===== src/design/rbm_regs.vh =====
// Register map, field positions and timing constants of the buffer model
`ifndef RBM_REGS_VH
`define RBM_REGS_VH
`define RBM_ADDR_W        6
`define RBM_OFF_CTRL      6'h00
`define RBM_OFF_BPP       6'h04
`define RBM_OFF_WIDTH     6'h08
`define RBM_OFF_HEIGHT    6'h0C
`define RBM_OFF_DELAY     6'h10
`define RBM_OFF_CAP       6'h14
`define RBM_OFF_SLBITS    6'h18
`define RBM_OFF_STATUS    6'h1C
`define RBM_OFF_FILL      6'h20
`define RBM_OFF_ERR_GT    6'h24
`define RBM_OFF_ERR_SLICE 6'h28
`define RBM_OFF_GT        6'h2C
`define RBM_CTRL_START    0
`define RBM_CTRL_VBR      1
`define RBM_ST_OVF        0
`define RBM_ST_UNF        1
`define RBM_ST_DONE       2
`define RBM_ST_STATE_LO   4
`define RBM_BPP_W         10
`define RBM_FRAC_W        4
`define RBM_FRAC_ROUND    10'h00F
`define RBM_DIM_W         16
`define RBM_BITS_W        32
`define RBM_GRP_W         16
`define RBM_GT_W          24
`define RBM_SLC_W         16
`define RBM_GROUP_PIX     16'h0003
`define RBM_PIXEL_TIME_NS 100
`define RBM_PIX_PER_GROUP 3
`define RBM_RESP_OKAY     2'b00
`define RBM_RESP_SLVERR   2'b10
`define RBM_RST_BPP       10'h080
`define RBM_RST_WIDTH     16'h0000
`define RBM_RST_HEIGHT    16'h0000
`define RBM_RST_DELAY     16'h0000
`define RBM_RST_CAP       32'h00000000
`define RBM_RST_SLBITS    32'h00000000
`endif


===== src/design/rbm_top.v =====
// Reference decoder buffer model with AXI4-Lite register access
// Operation
// - Fill and drain are evaluated once per group time, one group each.
// - Input enters from slice start to its last bit, pixels times rate.
// - A group is three pixels, the last group of a line may be one or two.
// - Input is truncated to whole bits and the fraction carried forward.
// - During the start-up delay bits enter and none are removed.
// - A fractional delay rounds up to groups and adds ceil(2*rate) bits.
// - After the delay each group time removes one group's coded bits.
// - Once all slice bits are in, input stops while decoding goes on.
// - After the last group, leftover zero stuffing bits are flushed.
// - Variable-rate schedule applies only when its switch is set to one.
// - Variable rate caps each group time's input at the free space.
// - Substream multiplexing is ignored and adds no buffering.
`timescale 1ns/1ns
`include "rbm_regs.vh"
module rbm_top #(
  parameter CLK_PERIOD_NS = 100,
  parameter GT_CYCLES     = (`RBM_PIX_PER_GROUP * `RBM_PIXEL_TIME_NS
                             + CLK_PERIOD_NS - 1) / CLK_PERIOD_NS
) (
  input  wire                     aclk,
  input  wire                     aresetn,
  input  wire                     s_axi_awvalid,
  output reg                      s_axi_awready,
  input  wire [`RBM_ADDR_W-1:0]   s_axi_awaddr,
  input  wire                     s_axi_wvalid,
  output reg                      s_axi_wready,
  input  wire [31:0]              s_axi_wdata,
  input  wire [3:0]               s_axi_wstrb,
  output reg                      s_axi_bvalid,
  input  wire                     s_axi_bready,
  output reg  [1:0]               s_axi_bresp,
  input  wire                     s_axi_arvalid,
  output reg                      s_axi_arready,
  input  wire [`RBM_ADDR_W-1:0]   s_axi_araddr,
  output reg                      s_axi_rvalid,
  input  wire                     s_axi_rready,
  output reg  [31:0]              s_axi_rdata,
  output reg  [1:0]               s_axi_rresp,
  input  wire                     grp_valid,
  input  wire [`RBM_GRP_W-1:0]    grp_bits,
  output reg                      grp_take,
  output reg                      slice_done
);
  localparam ST_IDLE  = 2'b00;
  localparam ST_DELAY = 2'b01;
  localparam ST_RUN   = 2'b10;
  localparam ST_DONE  = 2'b11;
  localparam [15:0] GT_LAST = GT_CYCLES - 1;

  reg [1:0]               state_q;
  reg [15:0]              div_q;
  reg                     gt_tick_q;
  reg                     vbr_q;
  reg [`RBM_BPP_W-1:0]    bpp_q;
  reg [`RBM_DIM_W-1:0]    width_q;
  reg [`RBM_DIM_W-1:0]    height_q;
  reg [`RBM_DIM_W-1:0]    delay_q;
  reg [`RBM_BITS_W-1:0]   cap_q;
  reg [`RBM_BITS_W-1:0]   slbits_q;
  reg [`RBM_BITS_W-1:0]   fill_q;
  reg [`RBM_BITS_W-1:0]   rx_q;
  reg [`RBM_FRAC_W-1:0]   carry_q;
  reg [`RBM_GT_W-1:0]     gt_q;
  reg [`RBM_SLC_W-1:0]    slice_q;
  reg [`RBM_DIM_W-1:0]    lpos_q;
  reg [`RBM_DIM_W-1:0]    dpos_q;
  reg [`RBM_DIM_W-1:0]    dline_q;
  reg [`RBM_DIM_W-1:0]    dly_pix_q;
  reg                     dly_frac_q;
  reg                     ovf_q;
  reg                     unf_q;
  reg [`RBM_GT_W-1:0]     err_gt_q;
  reg [`RBM_SLC_W-1:0]    err_slice_q;
  reg                     aw_have_q;
  reg                     w_have_q;
  reg [`RBM_ADDR_W-1:0]   awaddr_q;
  reg [31:0]              wdata_q;
  reg [3:0]               wstrb_q;

  // Pixels of the group starting at line position pos
  function [1:0] grp_pix;
    input [`RBM_DIM_W-1:0] wid;
    input [`RBM_DIM_W-1:0] pos;
    reg   [`RBM_DIM_W-1:0] left;
    begin
      left = wid - pos;
      if (left < `RBM_GROUP_PIX)
        grp_pix = left[1:0];
      else
        grp_pix = 2'd3;
    end
  endfunction

  // Next line position, wrapping after the short or full last group
  function [`RBM_DIM_W-1:0] next_pos;
    input [`RBM_DIM_W-1:0] wid;
    input [`RBM_DIM_W-1:0] pos;
    begin
      if (wid - pos <= `RBM_GROUP_PIX)
        next_pos = {`RBM_DIM_W{1'b0}};
      else
        next_pos = pos + `RBM_GROUP_PIX;
    end
  endfunction

  function mapped;
    input [`RBM_ADDR_W-1:0] a;
    begin
      mapped = (a[1:0] == 2'b00) && (a <= `RBM_OFF_GT);
    end
  endfunction

  // Model datapath, all evaluated for the current group time
  reg  [1:0]              npix;
  reg  [12:0]             acc;
  reg  [`RBM_BITS_W-1:0]  in_nom;
  reg  [`RBM_BITS_W-1:0]  in_bits;
  reg  [`RBM_BITS_W-1:0]  left_bits;
  reg  [`RBM_BITS_W-1:0]  eff_cap;
  reg  [`RBM_BITS_W-1:0]  space;
  reg  [`RBM_BITS_W:0]    sum;
  reg  [`RBM_BITS_W:0]    rm;
  reg  [11:0]             extra;
  reg                     removing;
  reg                     last_grp;
  always @*
  begin
    npix = grp_pix(width_q, lpos_q);
    acc = {11'd0, npix} * {3'd0, bpp_q} + {9'd0, carry_q};
    left_bits = slbits_q - rx_q;
    in_nom = {23'd0, acc[12:`RBM_FRAC_W]};
    if (rx_q >= slbits_q)
      in_nom = {`RBM_BITS_W{1'b0}};
    else if (in_nom > left_bits)
      in_nom = left_bits;
    extra = ({1'b0, bpp_q, 1'b0} + {2'b00, `RBM_FRAC_ROUND}) >> `RBM_FRAC_W;
    eff_cap = cap_q + (dly_frac_q ? {20'd0, extra} : 32'd0);
    space = (fill_q < eff_cap) ? eff_cap - fill_q : 32'd0;
    if (vbr_q && in_nom > space)
      in_bits = space;
    else
      in_bits = in_nom;
    sum = {1'b0, fill_q} + {1'b0, in_bits};
    removing = (state_q == ST_RUN);
    rm = removing ? {17'd0, grp_bits} : 33'd0;
    last_grp = (width_q - dpos_q <= `RBM_GROUP_PIX)
               && (dline_q + 16'd1 >= height_q);
  end

  // Group-time divider, the single rate of the model
  always @(posedge aclk)
  begin
    if (!aresetn)
    begin
      div_q <= 16'h0000;
      gt_tick_q <= 1'b0;
    end
    else if (div_q >= GT_LAST)
    begin
      div_q <= 16'h0000;
      gt_tick_q <= 1'b1;
    end
    else
    begin
      div_q <= div_q + 16'h0001;
      gt_tick_q <= 1'b0;
    end
  end

  wire wr_fire = aw_have_q && w_have_q && !s_axi_bvalid;
  wire start   = wr_fire && awaddr_q == `RBM_OFF_CTRL && wstrb_q[0]
                 && wdata_q[`RBM_CTRL_START];
  wire st_clr  = wr_fire && awaddr_q == `RBM_OFF_STATUS && wstrb_q[0];

  // Buffer model state machine
  always @(posedge aclk)
  begin
    if (!aresetn)
    begin
      state_q <= ST_IDLE;
      fill_q <= 32'h00000000;
      rx_q <= 32'h00000000;
      carry_q <= 4'h0;
      gt_q <= 24'h000000;
      slice_q <= 16'h0000;
      lpos_q <= 16'h0000;
      dpos_q <= 16'h0000;
      dline_q <= 16'h0000;
      dly_pix_q <= 16'h0000;
      dly_frac_q <= 1'b0;
      ovf_q <= 1'b0;
      unf_q <= 1'b0;
      err_gt_q <= 24'h000000;
      err_slice_q <= 16'h0000;
      grp_take <= 1'b0;
      slice_done <= 1'b0;
    end
    else
    begin
      grp_take <= 1'b0;
      if (st_clr)
      begin
        ovf_q <= ovf_q & ~wdata_q[`RBM_ST_OVF];
        unf_q <= unf_q & ~wdata_q[`RBM_ST_UNF];
      end
      if (start)
      begin
        fill_q <= 32'h00000000;
        carry_q <= 4'h0;
        gt_q <= 24'h000000;
        rx_q <= 32'h00000000;
        lpos_q <= 16'h0000;
        dpos_q <= 16'h0000;
        dline_q <= 16'h0000;
        dly_pix_q <= 16'h0000;
        // Reserve known at start, so it also covers the delay itself
        dly_frac_q <= (delay_q % `RBM_PIX_PER_GROUP != 0);
        slice_q <= slice_q + 16'h0001;
        slice_done <= 1'b0;
        state_q <= (delay_q == 16'h0000) ? ST_RUN : ST_DELAY;
      end
      else if (gt_tick_q)
      begin
        // One shared buffer per slice; no multiplexing reserve
        case (state_q)
          ST_DELAY, ST_RUN:
          begin
            gt_q <= gt_q + 24'h000001;
            rx_q <= rx_q + in_bits;
            carry_q <= acc[`RBM_FRAC_W-1:0];
            lpos_q <= next_pos(width_q, lpos_q);
            if (!vbr_q && sum > {1'b0, eff_cap})
            begin
              ovf_q <= 1'b1;
              err_gt_q <= gt_q;
              err_slice_q <= slice_q;
            end
            if (removing && (!grp_valid || sum < rm))
            begin
              unf_q <= 1'b1;
              err_gt_q <= gt_q;
              err_slice_q <= slice_q;
            end
            if (state_q == ST_DELAY)
            begin
              fill_q <= sum[`RBM_BITS_W-1:0];
              dly_pix_q <= dly_pix_q + `RBM_GROUP_PIX;
              if (dly_pix_q + `RBM_GROUP_PIX >= delay_q)
              begin
                state_q <= ST_RUN;
              end
            end
            else
            begin
              // Underflow clamps at empty so later checks stay meaningful
              fill_q <= (sum < rm) ? 32'h00000000
                        : sum[`RBM_BITS_W-1:0] - rm[`RBM_BITS_W-1:0];
              grp_take <= grp_valid;
              dpos_q <= next_pos(width_q, dpos_q);
              if (width_q - dpos_q <= `RBM_GROUP_PIX)
                dline_q <= dline_q + 16'h0001;
              if (last_grp)
              begin
                fill_q <= 32'h00000000;
                slice_done <= 1'b1;
                state_q <= ST_DONE;
              end
            end
          end
          default:
          begin
            state_q <= state_q;
          end
        endcase
      end
    end
  end

  // AXI4-Lite slave, address and data taken in either order
  always @(posedge aclk)
  begin
    if (!aresetn)
    begin
      s_axi_awready <= 1'b1;
      s_axi_wready <= 1'b1;
      s_axi_bvalid <= 1'b0;
      s_axi_bresp <= `RBM_RESP_OKAY;
      aw_have_q <= 1'b0;
      w_have_q <= 1'b0;
      awaddr_q <= {`RBM_ADDR_W{1'b0}};
      wdata_q <= 32'h00000000;
      wstrb_q <= 4'h0;
      vbr_q <= 1'b0;
      bpp_q <= `RBM_RST_BPP;
      width_q <= `RBM_RST_WIDTH;
      height_q <= `RBM_RST_HEIGHT;
      delay_q <= `RBM_RST_DELAY;
      cap_q <= `RBM_RST_CAP;
      slbits_q <= `RBM_RST_SLBITS;
    end
    else
    begin
      if (s_axi_awvalid && s_axi_awready)
      begin
        awaddr_q <= s_axi_awaddr;
        aw_have_q <= 1'b1;
        s_axi_awready <= 1'b0;
      end
      if (s_axi_wvalid && s_axi_wready)
      begin
        wdata_q <= s_axi_wdata;
        wstrb_q <= s_axi_wstrb;
        w_have_q <= 1'b1;
        s_axi_wready <= 1'b0;
      end
      if (wr_fire)
      begin
        s_axi_bvalid <= 1'b1;
        s_axi_bresp <= mapped(awaddr_q) ? `RBM_RESP_OKAY
                       : `RBM_RESP_SLVERR;
        // Strobe of byte lane 0 alone enables each write; the whole field is taken
        if (awaddr_q == `RBM_OFF_CTRL && wstrb_q[0])
          vbr_q <= wdata_q[`RBM_CTRL_VBR];
        if (awaddr_q == `RBM_OFF_BPP && wstrb_q[0])
          bpp_q <= wdata_q[`RBM_BPP_W-1:0];
        if (awaddr_q == `RBM_OFF_WIDTH && wstrb_q[0])
          width_q <= wdata_q[`RBM_DIM_W-1:0];
        if (awaddr_q == `RBM_OFF_HEIGHT && wstrb_q[0])
          height_q <= wdata_q[`RBM_DIM_W-1:0];
        if (awaddr_q == `RBM_OFF_DELAY && wstrb_q[0])
          delay_q <= wdata_q[`RBM_DIM_W-1:0];
        if (awaddr_q == `RBM_OFF_CAP && wstrb_q[0])
          cap_q <= wdata_q;
        if (awaddr_q == `RBM_OFF_SLBITS && wstrb_q[0])
          slbits_q <= wdata_q;
      end
      if (s_axi_bvalid && s_axi_bready)
      begin
        s_axi_bvalid <= 1'b0;
        aw_have_q <= 1'b0;
        w_have_q <= 1'b0;
        s_axi_awready <= 1'b1;
        s_axi_wready <= 1'b1;
      end
    end
  end

  always @(posedge aclk)
  begin
    if (!aresetn)
    begin
      s_axi_arready <= 1'b1;
      s_axi_rvalid <= 1'b0;
      s_axi_rdata <= 32'h00000000;
      s_axi_rresp <= `RBM_RESP_OKAY;
    end
    else if (s_axi_arvalid && s_axi_arready)
    begin
      s_axi_arready <= 1'b0;
      s_axi_rvalid <= 1'b1;
      s_axi_rresp <= mapped(s_axi_araddr) ? `RBM_RESP_OKAY
                     : `RBM_RESP_SLVERR;
      case (s_axi_araddr)
        `RBM_OFF_CTRL:      s_axi_rdata <= {30'd0, vbr_q, 1'b0};
        `RBM_OFF_BPP:       s_axi_rdata <= {22'd0, bpp_q};
        `RBM_OFF_WIDTH:     s_axi_rdata <= {16'd0, width_q};
        `RBM_OFF_HEIGHT:    s_axi_rdata <= {16'd0, height_q};
        `RBM_OFF_DELAY:     s_axi_rdata <= {16'd0, delay_q};
        `RBM_OFF_CAP:       s_axi_rdata <= cap_q;
        `RBM_OFF_SLBITS:    s_axi_rdata <= slbits_q;
        `RBM_OFF_STATUS:    s_axi_rdata <= {26'd0, state_q, 1'b0,
                                            slice_done, unf_q, ovf_q};
        `RBM_OFF_FILL:      s_axi_rdata <= fill_q;
        `RBM_OFF_ERR_GT:    s_axi_rdata <= {8'd0, err_gt_q};
        `RBM_OFF_ERR_SLICE: s_axi_rdata <= {16'd0, err_slice_q};
        `RBM_OFF_GT:        s_axi_rdata <= {8'd0, gt_q};
        default:            s_axi_rdata <= 32'h00000000;
      endcase
    end
    else if (s_axi_rvalid && s_axi_rready)
    begin
      s_axi_rvalid <= 1'b0;
      s_axi_arready <= 1'b1;
    end
  end
endmodule // rbm_top


===== config.mk =====
export PLATFORM = sky130hd
export DESIGN_NAME = rbm_top
export DESIGN_NICKNAME = d
export VERILOG_FILES = /design/src/design/rbm_top.v
export VERILOG_INCLUDE_DIRS = /design/src /design/src/design
export SDC_FILE = /design/constraint.sdc
export NUM_CORES = 2
export LEC_CHECK = 0
export BUFFER_PORTS_ARGS = -buffer_cell sky130_fd_sc_hd__clkbuf_2
export CAP_MARGIN = 0
export CORE_ASPECT_RATIO = 1.5
export CORE_MARGIN = 1
export CORE_UTILIZATION = 30
export CTS_CLUSTER_DIAMETER = 80
export DETAILED_ROUTE_END_ITERATION = 10
export PLACE_DENSITY = 0.56
export REMOVE_ABC_BUFFERS = 1
export SETUP_SLACK_MARGIN = 0.3
export SLEW_MARGIN = 20
export SYNTH_ARGS = -nofsm -noshare
export SYNTH_HDL_FRONTEND = slang
export SYNTH_SLANG_ARGS = --single-unit

===== constraint.sdc =====
create_clock -name aclk -period 31.7 [get_ports aclk]
set_input_delay 3.17 -clock aclk [delete_from_list [all_inputs] [get_ports aclk]]
set_output_delay 3.17 -clock aclk [all_outputs]
set_load 0.02 [all_outputs]

==> Word level (Yosys, flattened, before mapping) <==
Cells that the tools add are included.
Widths: inputs -> output; s select.
{ "classes": {"n_addsub": 17, "mul": 1, "div": 1, "n_lt_le_gt_ge": 14, "n_eq_ne": 21, "muxes": 41, "bitwise": 9, "reduce_logical": 59} }
{ "op_table": {"columns": ["cell", "n"], "rows": [
  ["$pmux 32 s12", 1],
  ["$mux 32", 7],
  ["$mux 16", 5],
  ["$sub 32x32->32", 2],
  ["$add 16x1->16 const B", 3],
  ["$add 16x2->16 const B", 3],
  ["$eq 6x5->1 const B", 8],
  ["$mux 24", 2],
  ["$add 32x32->33", 1],
  ["$gt 33x32->1", 1],
  ["$lt 33x16->1", 1],
  ["$add 32x32->32", 1],
  ["$add 32x8->32", 1],
  ["$ge 16x16->1", 2],
  ["$ge 32x32->1", 1],
  ["$gt 32x32->1", 1],
  ["$gt 9x32->1", 1],
  ["$le 16x2->1 const B", 2],
  ["$lt 32x32->1", 1],
  ["$mod 16x2->32 const B", 1],
  ["$reduce_bool 32->1", 1],
  ["$sub 16x16->16", 2],
  ["$sub 32x16->32", 1],
  ["$logic_and 1x1->1", 25],
  ["other kinds (30)", 89]
]} }
{ "word_totals": {"register_bits": 441, "output_inout_bits": 43} }

==> Logic depth before layout (Yosys ltp) <==
{ "logic_depth": {"word_depth": 19, "mapped_depth": 107, "ltp_nobuf": 105} }

==> Least setup slack after synthesis <==
Ideal clock, no wire load.
{ "synth_timing": {"path_kind": "reg2reg", "startpoint": "register lpos_q[1] (netlist: grp_pix.pos[1])", "endpoint": "register fill_q[16]", "setup_ps": 133, "t_arrival_ps": 17952, "t_required_ps": 31567, "setup_slack_ps": 13616, "stages_incl_launch_ff": 103, "cell_sequence": "dfxtp_1 -> inv_1 -> ha_1 -> nor2b_1 -> o21ai_0 -> nand2b_1 -> a21o_1 -> a21o_1 -> a21o_1 -> a21o_1 -> a21o_1 -> a21oi_1 -> nor2b_1 -> o21ai_0 -> nand2_1 -> and2_1 -> o21ai_0 -> nand2b_1 -> (+67 left out) -> o21ai_0 -> a21boi_0 -> o21ai_0 -> a21boi_0 -> o21ai_0 -> a21boi_0 -> nor4_1 -> nand4_1 -> or4b_2 -> or4_1 -> or4b_1 -> and2_1 -> clkbuf_1 -> clkbuf_1 -> nand2_1 -> nand2_1 -> a32oi_1 -> a21oi_1"} }
{ "synth_via": {"elab_chain_cells": 16} }
{ "synth_rtl": {"columns": ["element", "line_no", "text"], "rows": [
  ["start: declaration", "rbm_top.v:67", "reg [`RBM_DIM_W-1:0] lpos_q;"],
  ["start signal: assignment", "rbm_top.v:233", "lpos_q <= next_pos(width_q, lpos_q);"],
  ["$sub 16x16->16 *", "rbm_top.v:88", "left = wid - pos;"],
  ["$lt 16x2->1 (no source line)", null, null],
  ["$mux 2 *", "rbm_top.v:89", "if (left < `RBM_GROUP_PIX)"],
  ["$mul 2x10->12 *", "rbm_top.v:131", "acc = {11'd0, npix} * {3'd0, bpp_q} + {9'd0, carry_q};"],
  ["$add 12x4->13 *", "rbm_top.v:131", null],
  ["$gt 9x32->1", "rbm_top.v:136", "else if (in_nom > left_bits)"],
  ["$mux 32 *", "rbm_top.v:136", null],
  ["$mux 32 *", "rbm_top.v:134", "if (rx_q >= slbits_q)"],
  ["$gt 32x32->1", "rbm_top.v:141", "if (vbr_q && in_nom > space)"],
  ["$logic_and 1x1->1", "rbm_top.v:141", null],
  ["$mux 32 *", "rbm_top.v:141", null],
  ["$add 32x32->33 *", "rbm_top.v:145", "sum = {1'b0, fill_q} + {1'b0, in_bits};"],
  ["$sub 32x16->32 or $lt 33x16->1 (tied branches)", "rbm_top.v:259, rbm_top.v:258", null],
  ["$mux 32", "rbm_top.v:258", "fill_q <= (sum < rm) ? 32'h00000000"],
  ["$mux 32", "rbm_top.v:264", "if (last_grp)"],
  ["$mux 32 *", "rbm_top.v:246", "if (state_q == ST_DELAY)"],
  ["end signal: assignment", "rbm_top.v:248", "fill_q <= sum[`RBM_BITS_W-1:0];"],
  ["end signal: assignment", "rbm_top.v:258", null],
  ["end: declaration", "rbm_top.v:62", "reg [`RBM_BITS_W-1:0] fill_q;"]
]} }
Mark *: on every way between the ends. The rest lies on a longest branch, timed or not.
A chain may end at the register's enable or synchronous reset.

==> Worst setup path after layout <==
{ "layout_timing": {"startpoint": "register width_q[1] (netlist: grp_pix.wid[1])", "endpoint": "register err_gt_q[20]"} }
{ "layout_via": {"elab_chain_cells": 17} }
{ "layout_rtl": {"columns": ["element", "line_no", "text"], "rows": [
  ["start: declaration", "rbm_top.v:57", "reg [`RBM_DIM_W-1:0] width_q;"],
  ["start signal: assignment", "rbm_top.v:297", "width_q <= `RBM_RST_WIDTH;"],
  ["start signal: assignment", "rbm_top.v:329", "width_q <= wdata_q[`RBM_DIM_W-1:0];"],
  ["$sub 16x16->16 *", "rbm_top.v:88", null],
  ["$lt 16x2->1 (no source line)", null, null],
  ["$mux 2 *", "rbm_top.v:89", null],
  ["$mul 2x10->12 *", "rbm_top.v:131", null],
  ["$add 12x4->13 *", "rbm_top.v:131", null],
  ["$gt 9x32->1", "rbm_top.v:136", null],
  ["$mux 32 *", "rbm_top.v:136", null],
  ["$mux 32 *", "rbm_top.v:134", null],
  ["$gt 32x32->1", "rbm_top.v:141", null],
  ["$logic_and 1x1->1", "rbm_top.v:141", null],
  ["$mux 32 *", "rbm_top.v:141", null],
  ["$add 32x32->33 *", "rbm_top.v:145", null],
  ["$lt 33x16->1", "rbm_top.v:240", "if (removing && (!grp_valid || sum < rm))"],
  ["$logic_or 1x1->1", "rbm_top.v:240", null],
  ["$logic_and 1x1->1", "rbm_top.v:240", null],
  ["$reduce_bool 2->1 (no source line)", null, null],
  ["$reduce_and 4->1 (no source line)", null, null],
  ["end signal: assignment", "rbm_top.v:237", "err_gt_q <= gt_q;"],
  ["end signal: assignment", "rbm_top.v:243", "err_gt_q <= gt_q;"],
  ["end: declaration", "rbm_top.v:74", "reg [`RBM_GT_W-1:0] err_gt_q;"]
]} }
Marks and branches as above.

==> impl_metrics.py <==
metrics = {
    "status": {
        "status": "finished, final reports clean",
    },
    "synthesis": {
        "synth_top_area_frac": 0.2572,
        "synth_most_common_cell": "nand2_1",
        "yosys_register_bits": 439,
        "yosysSeqAreaShare": 0.2572,
        "yosysWarningCount": 0,
        "synth_edf_count": 0,
        "ys_top_cells_by_area": "dfxtp_1, ha_1, nand2_1",
        "synth_area_sq_um": 34170,
        "synth.avg_cell_area_sq_um": 7.695,
        "synth_commonest_cells": "nand2_1, dfxtp_1, nor2_1",
        "synth_flop_cell": "dfxtp_1",
        "ys_types": 114,
        "synth_cells": 4440,
        "async_reset_ff_frac": 0,
        "synth_largest_area_cell": "dfxtp_1",
    },
    "clocking": {
        "clk_pin_slew_worst_paths_ns": 0.07,
        "ctsResizeCount": 0,
        "h-tree-depth": 2,
        "postCtsHoldBufs": 0,
        "cts_sinks": 439,
        "root_buffer": "clkbuf_16",
        "post_cts_buffers": 0,
        "cts_buffers": 52,
        "clock_latency_ns": 0.65,
        "clockBufferDepth": 3,
        "cts_tree": "done",
    },
    "setup_path": {
        "rrSetupSlack_ns": 9.88,
        "critPathSlowestCell": "or4b_1",
        "crit_path_max_fanout": 40,
        "required_ns": 32.24,
        "criticalPathCategory": "register to register",
        "max_stage_delay_ns": 0.78,
        "end_kind": "register",
        "critPathArrivalTime_ns": 22.36,
        "cpMostUsedCell": "o21ai_0",
        "start_kind": "register",
    },
    "floorplanning": {
        "row_count": 151,
        "fp.dieH_microns": 415.3,
        "coreArea_sq_um": 113000,
        "die_x_microns": 277.5,
        "initial_core_util": 0.3024,
        "dieArea_sq_um": 115300,
        "io-pin-count": 115,
    },
    "finish": {
        "n_antenna_cell": 0,
        "syn_to_final_growth_pct": 12.03,
        "layout.nets": 4887,
        "drive_above_1_share": 0.07568,
        "utilization": 0.3388,
    },
    "placement": {
        "place_congestion": 0.9542,
        "port_buffers": 109,
        "dp_hpwl_mm": 91.06,
    },
    "timing": {
        "hold_viol_final": 0,
        "fin_setup_tns_ns": 0,
        "worst_pin_slew_ns": 1.133,
        "finalSetupViolCount": 0,
        "fin_crit_ns": 21.82,
        "slew_headroom": 0.2424,
        "finalCritPeriodShare": 0.6885,
        "clock_skew_ns": 0.03454,
        "fmaxAchievable_ghz": 0.04582,
        "drv_slew": 0,
        "rsz0062_at_grt": "false",
    },
    "power_and_ir_drop": {
        "peakVddDrop_mv": 0.03564,
        "p_leak_nw": 15.54,
        "p_per_area_nw_per_um2": 40.36,
    },
    "global_routing": {
        "grt_pass1_vias": 31550,
        "grt_start_max_net_pins": 115,
        "overflow": 0,
        "grt_usage": 0.2014,
        "antenna_found_initial": 5,
        "grt_first_pass_wirelength_mm": 181.6,
    },
    "routing": {
        "drt_iter0_drc": 2128,
        "final_antenna_net_count": 0,
        "drc": 0,
        "via_per_inst": 5.341,
        "wl_per_cell_microns": 19.86,
        "drt_pass1_iterations": 6,
        "finalWirelength_mm": 118.9,
        "vias": 31970,
    },
    "job": {
        "maxCapViolations": 0,
    },
    "worst_hold_path": {
        "holdCritPathClass": "register to register",
    },
}
-- layout make-up --
| class | instances | area, sq um |
|---|---|---|
| clock buffers | 58 | 1354 |
| clock inverters | 40 | 599.3 |
| fillers | 12050 | 74700 |
| inverters | 313 | 1175 |
| multi-input cells | 3526 | 23630 |
| flip-flops and latches | 439 | 8788 |
| well taps | 1453 | 1818 |
| repair buffers | 156 | 917.1 |
-- metal layers --
layer,routed length (microns),GRT usage
met1,48660,0.2319
met2,59360,0.3686
met3,5378,0.02344
met4,5450,0.09149
met5,33,0
-- state kept, by name (all words and copies together) (netlist names), 10 cells and up --
register     count
delay_q         16
slice_q         16
err_slice_q     16
dpos_q          16
fill_q          32
height_q        16
wdata_q         32
bpp_q           10
dline_q         16
dly_pix_q       16
s_axi_rdata     32
err_gt_q        24
grp_pix.wid     16
gt_q            24
cap_q           32
grp_pix.pos     16
slbits_q        32
rx_q            32
div_q           16
-- power breakdown --
part	leakage, nW	internal [mW]	switching [mW]
sequential	3.55	0.558	0.00987
clock	0.940	0.399	0.285
combinational	11.0	0.105	0.188
total	15.5	1.06	0.483
-- cell usage in the layout (no fill, tap or decap), drive strengths merged, types with 33 or more instances in the layout --
cell type	n
a211oi	45
dfxtp	439
nand3	109
ha	315
nor3	63
a21o	81
inv	317
a21boi	172
nor2	345
nand2	590
xor2	121
a221oi	44
a22oi	36
clkbuf	166
a21oi	269
conb	39
and3	54
nand2b	51
o21bai	33
and2	70
xnor2	182
mux2i	95
nor2b	139
buf	48
o21ai	203
a31oi	39
nand4	55
-- final timing paths --
kind	from	end	cells past startpoint
hold reg to reg	div_q[0]	div_q[0]	1
setup / recovery	grp_pix.wid[1]	err_gt_q[20]	97
hold / removal	div_q[0]	div_q[0]	1
setup reg to reg	grp_pix.wid[1]	err_gt_q[20]	97
-- logic make-up after synthesis --
family                   count (synthesis)  synth area share
adder cells (fa/ha/maj)                328            0.1227
flip-flops                             439            0.2572
AO/OA/AOI/OAI                         1136            0.2258
XOR/XNOR                               303           0.07790
buffers and inverters                  513           0.05827
AND/OR/NAND/NOR                       1614            0.2264
multiplexers                           106           0.03157
other                                    1         0.0001098
-- critical path: cells and delay by family (launching register included) --
kind	cells	cell delay [ns]
AO/OA/AOI/OAI	43	8.55
XOR/XNOR	3	0.48
adder cells (fa/ha/maj)	8	2.51
buffers and inverters	6	1.46
flip-flops	1	0.57
multiplexers	3	0.94
AND/OR/NAND/NOR	34	7.05
-- through the flow --
stage / hold slack (ns) / cells / power, mW / worst slack, ns / instance area (sq um)
6_report: 0.4536 / 5985 / 1.545 / 9.875 / 38280
2_1_floorplan: 0.4173 / 4278 / 0.7616 / 11.53 / 33490
3_5_place_dp: 0.4442 / 5887 / 0.8672 / 9.868 / 36320
3_3_place_gp: 0.4340 / 5887 / 0.8656 / 10.02 / 36320
4_1_cts: 0.4583 / 5985 / 1.557 / 9.818 / 38280
5_1_grt: 0.4869 / 5985 / 1.607 / 8.111 / 38280
(Power assumes the default switching activity.)
